===== config.mk =====
export PLATFORM = sky130hd
export DESIGN_NAME = smas_core
export DESIGN_NICKNAME = d
export VERILOG_FILES = /design/src/core/smas_pkg.sv /design/src/core/smas_core.sv
export SDC_FILE = /design/constraint.sdc
export NUM_CORES = 1
export LEC_CHECK = 0
export BUFFER_PORTS_ARGS = -buffer_cell sky130_fd_sc_hd__buf_4
export CORE_MARGIN = 8
export CORE_UTILIZATION = 38
export CTS_CLUSTER_DIAMETER = 120
export DETAILED_ROUTE_END_ITERATION = 10
export MAX_ROUTING_LAYER = met4
export SLEW_MARGIN = 30
export SYNTH_ARGS = -nofsm -noshare
export SYNTH_HDL_FRONTEND = slang
export SYNTH_SLANG_ARGS = --single-unit

===== constraint.sdc =====
create_clock -name aclk -period 2.45 [get_ports aclk]
set_input_delay 0.49 -clock aclk [delete_from_list [all_inputs] [get_ports aclk]]
set_output_delay 0.49 -clock aclk [all_outputs]
set_load 0.05 [all_outputs]

===== src/core/smas_pkg.sv =====
// Package of constants and types for the supply monitor and ADC sequencer
package smas_pkg;

  // Register indices; byte address is four times the index
  localparam int SMAS_IDX_W = 6;
  localparam logic [5:0] SMAS_IDX_CTRL = 6'h30;
  localparam logic [5:0] SMAS_IDX_GATE_UV_CFG = 6'h31;
  localparam logic [5:0] SMAS_IDX_OSC_TRIM = 6'h32;
  localparam logic [5:0] SMAS_IDX_SELECT_LEN = 6'h33;
  localparam logic [5:0] SMAS_IDX_STATUS = 6'h36;
  localparam logic [5:0] SMAS_IDX_RESULT_BASE = 6'h38;

  // Field positions
  localparam int SMAS_CTRL_EN_BIT = 0;
  localparam int SMAS_CTRL_TARGET_LSB = 8;
  localparam int SMAS_STATUS_UV_BIT = 0;

  // Reset values
  localparam logic SMAS_BOOST_EN_RST = 1'b0;
  localparam logic [6:0] SMAS_BOOST_TARGET_RST = 7'h00;
  localparam logic [2:0] SMAS_GATE_UV_THR_RST = 3'h4;
  localparam logic [4:0] SMAS_OSC_TRIM_RST = 5'h10;

  // Timing: input sampling time of the converter per channel
  localparam int SMAS_CLK_MHZ = 250;
  localparam int SMAS_SAMPLE_NS = 64;
  localparam logic [7:0] SMAS_SAMPLE_CYCLES = 8'((SMAS_SAMPLE_NS * SMAS_CLK_MHZ) / 1000);
  localparam logic [19:0] SMAS_SELECT_LEN_MAX = 20'hfffff;
  localparam logic [3:0] SMAS_ADC_MSB = 4'h8;
  localparam int SMAS_NUM_CH = 5;

  // AXI responses
  localparam logic [1:0] SMAS_RESP_OKAY = 2'h0;
  localparam logic [1:0] SMAS_RESP_DECERR = 2'h3;

  typedef enum logic [1:0] {SMAS_ADC_SAMPLE, SMAS_ADC_CONVERT, SMAS_ADC_STORE} smas_adc_state_t;
  typedef enum logic [2:0] {SMAS_CH_TEMP, SMAS_CH_INTERNAL, SMAS_CH_LOGIC, SMAS_CH_GATE,
    SMAS_CH_BOOST} smas_channel_t;

  // Drive towards the analog converter front end
  typedef struct packed {
    smas_channel_t channel;
    logic sample;
    logic [8:0] dac_code;
  } smas_adc_ctl_t;

  typedef struct packed {
    logic aw_held;
    logic [5:0] aw_idx;
    logic aw_ok;
    logic w_held;
    logic [31:0] wdata;
    logic [3:0] wstrb;
    logic bvalid;
    logic [1:0] bresp;
    logic rvalid;
    logic [31:0] rdata;
    logic [1:0] rresp;
    logic boost_en;
    logic [6:0] boost_target;
    logic [2:0] uv_thr;
    logic [4:0] osc_trim;
    logic uv_flag;
    logic boost_on;
    logic sel_prev_n;
    logic [19:0] sel_count;
    logic [19:0] sel_len;
    smas_adc_state_t adc_state;
    smas_channel_t adc_ch;
    logic [7:0] adc_timer;
    logic [3:0] adc_bit;
    logic [8:0] adc_code;
    logic [4:0][8:0] results;
  } smas_state_t;

endpackage : smas_pkg


===== src/core/smas_core.sv =====
// Supply monitor, gate supply lockout, oscillator calibration and ADC sequencer
// Functional notes
// - Booster switches off when gate supply is below the selected lockout threshold.
// - Threshold code zero disables the gate supply lockout entirely.
// - Lockout action sets a sticky flag in the status register at index 0x36.
// - All logic is held in reset until the internal supply passes its threshold.
// - No bus transaction is answered while the internal supply is low.
// - Host writes a 5-bit oscillator trim field that steers the oscillator.
// - Oscillator cycles during a host select pulse are reported in 20 bits.
// - Nine-bit successive approximation gives unsigned results 0 to 511.
// - Sequencer selects each channel, converts and stores without host help.
// - Bus access never stalls conversion; reads return latest completed result.
// - Order: temperature, internal supply, logic supply, gate supply, boost voltage.
// - Logic supply result is nine bits, full scale 6.18 V.
// - Gate supply result is nine bits, full scale 6.18 V.
// - Internal supply result is nine bits, full scale 4.8 V.
// - Boost voltage result is nine bits, full scale 70 V.
// - Temperature result is readable and is also driven out on temperature_result.
// - Seven-bit boost target code sets 9.7 V plus code times 52.3/127 V.
// - After reset the booster is disabled and the target code is zero.
`timescale 1ns/1ps

module smas_core
  import smas_pkg::*;
(
  input wire logic aclk,
  input wire logic aresetn,
  input wire logic internal_supply_ok,
  input wire logic [7:0] s_axi_awaddr,
  input wire logic [2:0] s_axi_awprot,
  input wire logic s_axi_awvalid,
  output logic s_axi_awready,
  input wire logic [31:0] s_axi_wdata,
  input wire logic [3:0] s_axi_wstrb,
  input wire logic s_axi_wvalid,
  output logic s_axi_wready,
  output logic [1:0] s_axi_bresp,
  output logic s_axi_bvalid,
  input wire logic s_axi_bready,
  input wire logic [7:0] s_axi_araddr,
  input wire logic [2:0] s_axi_arprot,
  input wire logic s_axi_arvalid,
  output logic s_axi_arready,
  output logic [31:0] s_axi_rdata,
  output logic [1:0] s_axi_rresp,
  output logic s_axi_rvalid,
  input wire logic s_axi_rready,
  input wire logic gate_supply_low,
  input wire logic select_n,
  input wire logic adc_cmp_high,
  output smas_adc_ctl_t adc_ctl,
  output logic booster_enable,
  output logic [6:0] boost_target_code,
  output logic [2:0] gate_supply_uv_threshold,
  output logic [4:0] oscillator_trim,
  output logic [8:0] temperature_result
);

  smas_state_t st_reg;
  smas_state_t st_next;
  logic run;
  logic aw_take;
  logic w_take;
  logic ar_take;
  logic do_write;
  logic uv_trip;
  logic [31:0] ctrl_word;
  logic [31:0] wr_word;
  logic [31:0] ctrl_merged;
  logic [5:0] ar_idx;

  // Merge write data into a current register word under the byte strobes
  function automatic logic [31:0] smas_merge(input logic [31:0] old_word,
                                             input logic [31:0] new_word,
                                             input logic [3:0] strb);
    logic [31:0] res;
    res = old_word;
    for (int i = 0; i < 4; i++) begin
      if (strb[i]) begin
        res[8*i +: 8] = new_word[8*i +: 8];
      end
    end
    return res;
  endfunction : smas_merge

  // Valid index test for a mapped register
  function automatic logic smas_mapped(input logic [5:0] idx);
    logic hit;
    hit = (idx == SMAS_IDX_CTRL) || (idx == SMAS_IDX_GATE_UV_CFG) ||
          (idx == SMAS_IDX_OSC_TRIM) || (idx == SMAS_IDX_SELECT_LEN) ||
          (idx == SMAS_IDX_STATUS) ||
          ((idx >= SMAS_IDX_RESULT_BASE) &&
           (idx < SMAS_IDX_RESULT_BASE + 6'(SMAS_NUM_CH)));
    return hit;
  endfunction : smas_mapped

  // Bus slave stays silent until the internal supply is good
  assign run = internal_supply_ok;
  assign s_axi_awready = run && !st_reg.aw_held && !st_reg.bvalid;
  assign s_axi_wready = run && !st_reg.w_held && !st_reg.bvalid;
  assign s_axi_arready = run && !st_reg.rvalid;
  assign aw_take = s_axi_awvalid && s_axi_awready;
  assign w_take = s_axi_wvalid && s_axi_wready;
  assign ar_take = s_axi_arvalid && s_axi_arready;
  assign ar_idx = s_axi_araddr[7:2];
  assign do_write = st_reg.aw_held && st_reg.w_held && !st_reg.bvalid;

  assign s_axi_bvalid = st_reg.bvalid;
  assign s_axi_bresp = st_reg.bresp;
  assign s_axi_rvalid = st_reg.rvalid;
  assign s_axi_rdata = st_reg.rdata;
  assign s_axi_rresp = st_reg.rresp;

  assign adc_ctl.channel = st_reg.adc_ch;
  assign adc_ctl.sample = (st_reg.adc_state == SMAS_ADC_SAMPLE);
  assign adc_ctl.dac_code = st_reg.adc_code;
  assign booster_enable = st_reg.boost_on;
  assign boost_target_code = st_reg.boost_target;
  assign gate_supply_uv_threshold = st_reg.uv_thr;
  assign oscillator_trim = st_reg.osc_trim;
  assign temperature_result = st_reg.results[SMAS_CH_TEMP];

  // Lockout acts only with a non-zero threshold code
  assign uv_trip = (st_reg.uv_thr != 3'h0) && gate_supply_low;

  assign ctrl_word = {17'h0, st_reg.boost_target, 7'h0, st_reg.boost_en};
  assign wr_word = smas_merge(32'h0, st_reg.wdata, st_reg.wstrb);
  // Control word as it will stand after the pending write
  assign ctrl_merged = smas_merge(ctrl_word, st_reg.wdata, st_reg.wstrb);

  always_comb begin
    st_next = st_reg;

    // Write address and data are captured independently
    if (aw_take) begin
      st_next.aw_held = 1'b1;
      st_next.aw_idx = s_axi_awaddr[7:2];
      st_next.aw_ok = (s_axi_awaddr[1:0] == 2'h0);
    end
    if (w_take) begin
      st_next.w_held = 1'b1;
      st_next.wdata = s_axi_wdata;
      st_next.wstrb = s_axi_wstrb;
    end
    if (st_reg.bvalid && s_axi_bready) begin
      st_next.bvalid = 1'b0;
    end

    // Gate supply protection and sticky flag
    st_next.boost_on = st_reg.boost_en && !uv_trip;
    if (do_write) begin
      st_next.aw_held = 1'b0;
      st_next.w_held = 1'b0;
      st_next.bvalid = 1'b1;
      st_next.bresp = SMAS_RESP_OKAY;
      if (!st_reg.aw_ok || !smas_mapped(st_reg.aw_idx)) begin
        st_next.bresp = SMAS_RESP_DECERR;
      end else begin
        case (st_reg.aw_idx)
          SMAS_IDX_CTRL: begin
            st_next.boost_en = ctrl_merged[SMAS_CTRL_EN_BIT];
            st_next.boost_target = ctrl_merged[SMAS_CTRL_TARGET_LSB +: 7];
          end
          SMAS_IDX_GATE_UV_CFG: begin
            if (st_reg.wstrb[0]) begin
              st_next.uv_thr = st_reg.wdata[2:0];
            end
          end
          SMAS_IDX_OSC_TRIM: begin
            if (st_reg.wstrb[0]) begin
              st_next.osc_trim = st_reg.wdata[4:0];
            end
          end
          SMAS_IDX_STATUS: begin
            if (wr_word[SMAS_STATUS_UV_BIT]) begin
              st_next.uv_flag = 1'b0;
            end
          end
          default: begin
            st_next.bresp = SMAS_RESP_OKAY;
          end
        endcase
      end
    end
    // Setting wins over a clear in the same cycle
    if (uv_trip) begin
      st_next.uv_flag = 1'b1;
    end

    // Register reads; results are whatever the sequencer last stored
    if (st_reg.rvalid && s_axi_rready) begin
      st_next.rvalid = 1'b0;
    end
    if (ar_take) begin
      st_next.rvalid = 1'b1;
      st_next.rresp = SMAS_RESP_OKAY;
      st_next.rdata = 32'h0;
      if (s_axi_araddr[1:0] != 2'h0 || !smas_mapped(ar_idx)) begin
        st_next.rresp = SMAS_RESP_DECERR;
      end else begin
        case (ar_idx)
          SMAS_IDX_CTRL: begin
            st_next.rdata = ctrl_word;
          end
          SMAS_IDX_GATE_UV_CFG: begin
            st_next.rdata = {29'h0, st_reg.uv_thr};
          end
          SMAS_IDX_OSC_TRIM: begin
            st_next.rdata = {27'h0, st_reg.osc_trim};
          end
          SMAS_IDX_SELECT_LEN: begin
            st_next.rdata = {12'h0, st_reg.sel_len};
          end
          SMAS_IDX_STATUS: begin
            st_next.rdata = {31'h0, st_reg.uv_flag};
          end
          default: begin
            st_next.rdata = {23'h0, st_reg.results[3'(ar_idx - SMAS_IDX_RESULT_BASE)]};
          end
        endcase
      end
    end

    // Count oscillator cycles while the host holds its select pulse low
    st_next.sel_prev_n = select_n;
    if (!select_n) begin
      if (st_reg.sel_prev_n) begin
        st_next.sel_count = 20'h1;
      end else if (st_reg.sel_count != SMAS_SELECT_LEN_MAX) begin
        st_next.sel_count = st_reg.sel_count + 20'h1;
      end
    end else if (!st_reg.sel_prev_n) begin
      st_next.sel_len = st_reg.sel_count;
    end

    // Conversion sequencer runs on its own, untouched by bus traffic
    case (st_reg.adc_state)
      SMAS_ADC_SAMPLE: begin
        if (st_reg.adc_timer == 8'h0) begin
          st_next.adc_state = SMAS_ADC_CONVERT;
          st_next.adc_bit = SMAS_ADC_MSB;
          st_next.adc_code = 9'h100;
        end else begin
          st_next.adc_timer = st_reg.adc_timer - 8'h1;
        end
      end
      SMAS_ADC_CONVERT: begin
        // Keep the trial bit when the input is at or above the trial level
        if (!adc_cmp_high) begin
          st_next.adc_code[st_reg.adc_bit] = 1'b0;
        end
        if (st_reg.adc_bit == 4'h0) begin
          st_next.adc_state = SMAS_ADC_STORE;
        end else begin
          st_next.adc_bit = st_reg.adc_bit - 4'h1;
          st_next.adc_code[st_reg.adc_bit - 4'h1] = 1'b1;
        end
      end
      SMAS_ADC_STORE: begin
        st_next.results[st_reg.adc_ch] = st_reg.adc_code;
        st_next.adc_state = SMAS_ADC_SAMPLE;
        st_next.adc_timer = SMAS_SAMPLE_CYCLES - 8'h1;
        st_next.adc_code = 9'h0;
        if (st_reg.adc_ch == SMAS_CH_BOOST) begin
          st_next.adc_ch = SMAS_CH_TEMP;
        end else begin
          st_next.adc_ch = smas_channel_t'(st_reg.adc_ch + 3'h1);
        end
      end
      default: begin
        st_next.adc_state = SMAS_ADC_SAMPLE;
      end
    endcase
  end

  always_ff @(posedge aclk) begin
    if (!aresetn || !internal_supply_ok) begin
      st_reg <= '0;
      st_reg.boost_en <= SMAS_BOOST_EN_RST;
      st_reg.boost_target <= SMAS_BOOST_TARGET_RST;
      st_reg.uv_thr <= SMAS_GATE_UV_THR_RST;
      st_reg.osc_trim <= SMAS_OSC_TRIM_RST;
      st_reg.sel_prev_n <= 1'b1;
      st_reg.adc_state <= SMAS_ADC_SAMPLE;
      st_reg.adc_ch <= SMAS_CH_TEMP;
      st_reg.adc_timer <= SMAS_SAMPLE_CYCLES - 8'h1;
    end else begin
      st_reg <= st_next;
    end
  end

endmodule : smas_core


==> impl_metrics.prom <==
# TYPE chip_impl_metric gauge
chip_impl_metric{name="post-dp-hpwl",unit="mm"} 16.6
chip_impl_metric{name="core_area",unit="sq um"} 21600
chip_impl_metric{name="hold_depth",unit=""} 3
chip_impl_metric{name="design.die.area",unit="sq um"} 26800
chip_impl_metric{name="ff2ff_path_depth",unit=""} 7
chip_impl_info{name="worst_setup_path_end_kind",value="flip-flop"} 1
chip_impl_metric{name="grt_pass1_vias",unit=""} 6545
chip_impl_metric{name="fin_tns_setup",unit="ns"} 0
chip_impl_metric{name="globalRoute.totalOverflow",unit=""} 0
chip_impl_metric{name="place_inst",unit=""} 1329
chip_impl_metric{name="power.density_cell_area",unit="nW/um^2"} 619
chip_impl_metric{name="path_max_fanout",unit=""} 6
chip_impl_info{name="hold_path.class",value="primary input to flip-flop"} 1
chip_impl_metric{name="first_pass_iters",unit=""} 5
chip_impl_metric{name="cts_made_buffers",unit=""} 17
chip_impl_info{name="min_to",value="st_reg[210]"} 1
chip_impl_metric{name="cts_max_level",unit=""} 4
chip_impl_metric{name="place_congestion",unit=""} 0.845
chip_impl_metric{name="synthToLayoutAreaGrowth",unit="%"} 14.6
chip_impl_metric{name="number_of_design_rule_violations_left_by_the_first_detailed_router_iteration",unit=""} 531
chip_impl_metric{name="dieHeight",unit="microns"} 164
chip_impl_metric{name="buffer_ports.inserted",unit=""} 107
chip_impl_metric{name="detail_route.vias_per_cell",unit=""} 5.14
chip_impl_metric{name="synth_edf_count",unit=""} 0
chip_impl_metric{name="clkSlewWorstSetupHoldPaths",unit="ns"} 0.07
chip_impl_info{name="reg2reg_to",value="adc_ctl[7]"} 1
chip_impl_metric{name="pin_count_of_the_biggest_net_entering_global_routing",unit=""} 53
chip_impl_metric{name="min_period_over_period",unit="%"} 86.0
chip_impl_metric{name="ir_worst_vdd",unit="mV"} 0.491
chip_impl_metric{name="grt_pass1_wl",unit="mm"} 35.7
chip_impl_metric{name="yosys.cell_types.count",unit=""} 63
chip_impl_metric{name="io_pins",unit=""} 148
chip_impl_info{name="worst-setup-path-type",value="flip-flop to flip-flop"} 1
chip_impl_metric{name="drc",unit=""} 0
chip_impl_metric{name="fp-row-count",unit=""} 54
chip_impl_metric{name="hold_viol",unit=""} 0
chip_impl_metric{name="final_period_demand_of_the_worst_path",unit="ns"} 2.11
chip_impl_metric{name="n_antenna_cell",unit=""} 0
chip_impl_metric{name="initial_core_util",unit="%"} 38.4
chip_impl_metric{name="final_layout_size_suffix_gt1_share",unit="%"} 16.5
chip_impl_metric{name="synthesis.instances",unit=""} 1029
chip_impl_metric{name="clkLatencyLatePin",unit="ns"} 0.44
chip_impl_metric{name="leakagePower",unit="nW"} 3.40
chip_impl_metric{name="grt_use_total",unit="%"} 17.2
chip_impl_metric{name="setup-violations-final",unit=""} 0
chip_impl_info{name="crit_path_start",value="st_reg[58]"} 1
chip_impl_metric{name="antenna_found_initial",unit=""} 0
chip_impl_metric{name="critPathRequiredTime",unit="ns"} 2.78
chip_impl_metric{name="vias",unit=""} 6993
chip_impl_metric{name="routed_wirelength",unit="mm"} 22.5
chip_impl_info{name="status",value="complete, no violations"} 1
chip_impl_info{name="worst_r2r_startpoint",value="st_reg[58]"} 1
chip_impl_metric{name="final_cell_count_no_fill",unit=""} 1361
chip_impl_metric{name="cts-root-to-sink-buffers",unit=""} 2
chip_impl_metric{name="report.final.slew_viol_count",unit=""} 0
chip_impl_info{name="cts.root.buffer_cell",value="sky130_fd_sc_hd__clkbuf_16"} 1
chip_impl_info{name="hold_start",value="s_axi_awaddr[6]"} 1
chip_impl_metric{name="wire_per_inst",unit="microns"} 16.6
chip_impl_metric{name="syn_area_per_cell",unit="sq um"} 8.07
chip_impl_metric{name="async_set_or_reset_register_ratio_after_synthesis",unit="%"} 0
chip_impl_metric{name="post_cts.repair.setup_buffers",unit=""} 0
chip_impl_metric{name="max_cap_violations",unit=""} 0
chip_impl_metric{name="synth.cell_area",unit="sq um"} 8300
chip_impl_metric{name="yosys_warnings",unit=""} 0
chip_impl_metric{name="clock-sinks",unit=""} 177
chip_impl_metric{name="worst_clock_skew",unit="ns"} 0.00866
chip_impl_metric{name="maxSlewHeadroom",unit="%"} 51.5
chip_impl_metric{name="tightestPinTransition",unit="ns"} 0.726
chip_impl_metric{name="holdBufCountCts",unit=""} 0
chip_impl_info{name="unrepaired_setup_endpoints_after_global_routing",value="no"} 1
chip_impl_metric{name="yosys_register_bits",unit=""} 177
chip_impl_metric{name="setup.reg_to_reg.worst_slack",unit="ns"} 0.34
chip_impl_info{name="cts_tree",value="yes"} 1
chip_impl_metric{name="synth_seq_area_share",unit="%"} 42.7
chip_impl_metric{name="final_net_count",unit=""} 1146
chip_impl_metric{name="detail-route-antenna-nets",unit=""} 0
chip_impl_info{name="worstSetupStartpointType",value="flip-flop"} 1
chip_impl_metric{name="achievable-frequency",unit="GHz"} 0.475
chip_impl_metric{name="cts.repair.resized",unit=""} 0
chip_impl_metric{name="die-width",unit="microns"} 164
chip_impl_metric{name="largest_reg_flops",unit=""} 115
chip_impl_metric{name="worst_ep_arrival_time",unit="ns"} 2.44
chip_impl_info{name="synth-main-ff-cell",value="sky130_fd_sc_hd__dfxtp_1"} 1
## layer usage
layer / up-vias / track usage (%) / part of all wire, %
met5: - / - / 0
met4: 0 / 6.32 / 2.0
met3: 30 / 4.16 / 5.8
met2: 184 / 24.5 / 43
met1: 3219 / 23.3 / 49
li1: 3560 / - / -
## metrics by stage
stage	utilization (%)	worst slack, ns	instance area (sq um)	power, mW	hold slack (ns)
final	44.0	0.343	9520	5.89	0.290
after global routing	44.0	0.0917	9520	6.10	0.287
after CTS	44.0	0.333	9520	5.95	0.282
after detailed placement	41.4	0.336	8940	3.30	0.445
after global placement	41.4	0.342	8940	3.30	0.439
after floorplan	-	0.0954	8340	3.19	0.426
## cell type report
| cell class | count | area (sq um) |
|---|---|---|
| Sequential cell | 177 | 3540 |
| Inverter | 18 | 67.6 |
| Clock inverter | 15 | 149 |
| Timing Repair Buffer | 132 | 991 |
| Tap cell | 280 | 350 |
| Fill cell | 2258 | 12100 |
| Clock buffer | 17 | 425 |
| Multi-Input combinational cell | 722 | 3990 |
## cells by family (layout without fill, tap and decap cells)
| kind of cell | Yosys count | count (layout) | synth area share (%) |
|---|---|---|---|
| compound gates | 251 | 251 | 18.3 |
| xor+xnor | 20 | 20 | 2.11 |
| fa+ha+maj | 9 | 9 | 1.36 |
| buf+inv | 141 | 182 | 9.83 |
| flops | 177 | 177 | 42.7 |
| mux | 34 | 34 | 4.14 |
| other cells | 1 | 12 | 0.0452 |
| simple gates | 396 | 396 | 21.5 |
## critical path, cell delays in order, from the launching register on
cell and delay [ns]:
sky130_fd_sc_hd__dfxtp_1 0.33, sky130_fd_sc_hd__inv_1 0.08, sky130_fd_sc_hd__ha_1 0.16, sky130_fd_sc_hd__nor4b_4 0.32
sky130_fd_sc_hd__a21boi_0 0.29, sky130_fd_sc_hd__nor2_1 0.39, sky130_fd_sc_hd__o21ai_0 0.16, sky130_fd_sc_hd__a32o_1 0.28
## how the worst max path moves through the flow
stage / to / slack (ns) / cells after the start
finish: adc_ctl[7] / 0.34 / 7
global route: adc_ctl[7] / 0.09 / 7
CTS: adc_ctl[7] / 0.33 / 7
detailed placement: st_reg[110] / 0.34 / 6
global placement: st_reg[110] / 0.34 / 6
floorplan: st_reg[208] / 0.1 / 6
## power breakdown
group | switching, mW | leakage [nW] | internal [mW]
clock network | 1.23 | 0.278 | 1.43
registers | 0.0118 | 1.43 | 2.89
logic | 0.232 | 1.70 | 0.105
total | 1.47 | 3.40 | 4.42
## Yosys cell counts, types with 7 or more instances
cell type / count / area [sq um]
sky130_fd_sc_hd__nand2_1: 217 / 815
sky130_fd_sc_hd__dfxtp_1: 177 / 3540
sky130_fd_sc_hd__a21oi_1: 124 / 621
sky130_fd_sc_hd__buf_4: 73 / 548
sky130_fd_sc_hd__nor2_1: 71 / 267
sky130_fd_sc_hd__o21ai_0: 42 / 210
sky130_fd_sc_hd__clkbuf_1: 41 / 154
sky130_fd_sc_hd__mux2i_1: 31 / 310
sky130_fd_sc_hd__nand3_1: 26 / 130
sky130_fd_sc_hd__inv_1: 18 / 67.6
sky130_fd_sc_hd__nand2b_1: 17 / 106
sky130_fd_sc_hd__o211ai_1: 14 / 105
sky130_fd_sc_hd__xnor2_1: 12 / 105
sky130_fd_sc_hd__nor3_1: 11 / 55.1
sky130_fd_sc_hd__a22oi_1: 10 / 75.1
sky130_fd_sc_hd__a211oi_1: 9 / 67.6
sky130_fd_sc_hd__ha_1: 9 / 113
sky130_fd_sc_hd__nand3b_1: 8 / 60.1
sky130_fd_sc_hd__o221ai_1: 8 / 70.1
sky130_fd_sc_hd__xor2_1: 8 / 70.1
sky130_fd_sc_hd__nor2b_1: 7 / 43.8
## layout by cell type, fill, tap and decap left out, types with 3 or more instances in the layout
cell type	instances
sky130_fd_sc_hd__xnor2_1	12
sky130_fd_sc_hd__o221ai_1	8
sky130_fd_sc_hd__nand4_1	4
sky130_fd_sc_hd__or4_1	6
sky130_fd_sc_hd__a221oi_1	5
sky130_fd_sc_hd__inv_6	6
sky130_fd_sc_hd__conb_1	12
sky130_fd_sc_hd__o21ai_0	42
sky130_fd_sc_hd__a22o_1	5
sky130_fd_sc_hd__nor2_1	71
sky130_fd_sc_hd__a211oi_1	9
sky130_fd_sc_hd__buf_4	132
sky130_fd_sc_hd__clkbuf_16	17
sky130_fd_sc_hd__nor3_1	11
sky130_fd_sc_hd__a21oi_1	124
sky130_fd_sc_hd__o211ai_1	14
sky130_fd_sc_hd__and2_1	5
sky130_fd_sc_hd__nor2b_1	7
sky130_fd_sc_hd__a22oi_1	10
sky130_fd_sc_hd__mux2i_1	31
sky130_fd_sc_hd__inv_1	18
sky130_fd_sc_hd__mux2_2	3
sky130_fd_sc_hd__a32o_1	6
sky130_fd_sc_hd__nand2_1	216
sky130_fd_sc_hd__and3_1	6
sky130_fd_sc_hd__xor2_1	8
sky130_fd_sc_hd__o22ai_1	3
sky130_fd_sc_hd__nand3_1	26
sky130_fd_sc_hd__nand2b_1	17
sky130_fd_sc_hd__clkinv_4	4
sky130_fd_sc_hd__nand3b_1	8
sky130_fd_sc_hd__o31ai_1	3
sky130_fd_sc_hd__a2111oi_0	4
sky130_fd_sc_hd__ha_1	9
sky130_fd_sc_hd__a31oi_1	6
sky130_fd_sc_hd__dfxtp_1	177
No activity file was read; power rests on OpenSTA's default activity.
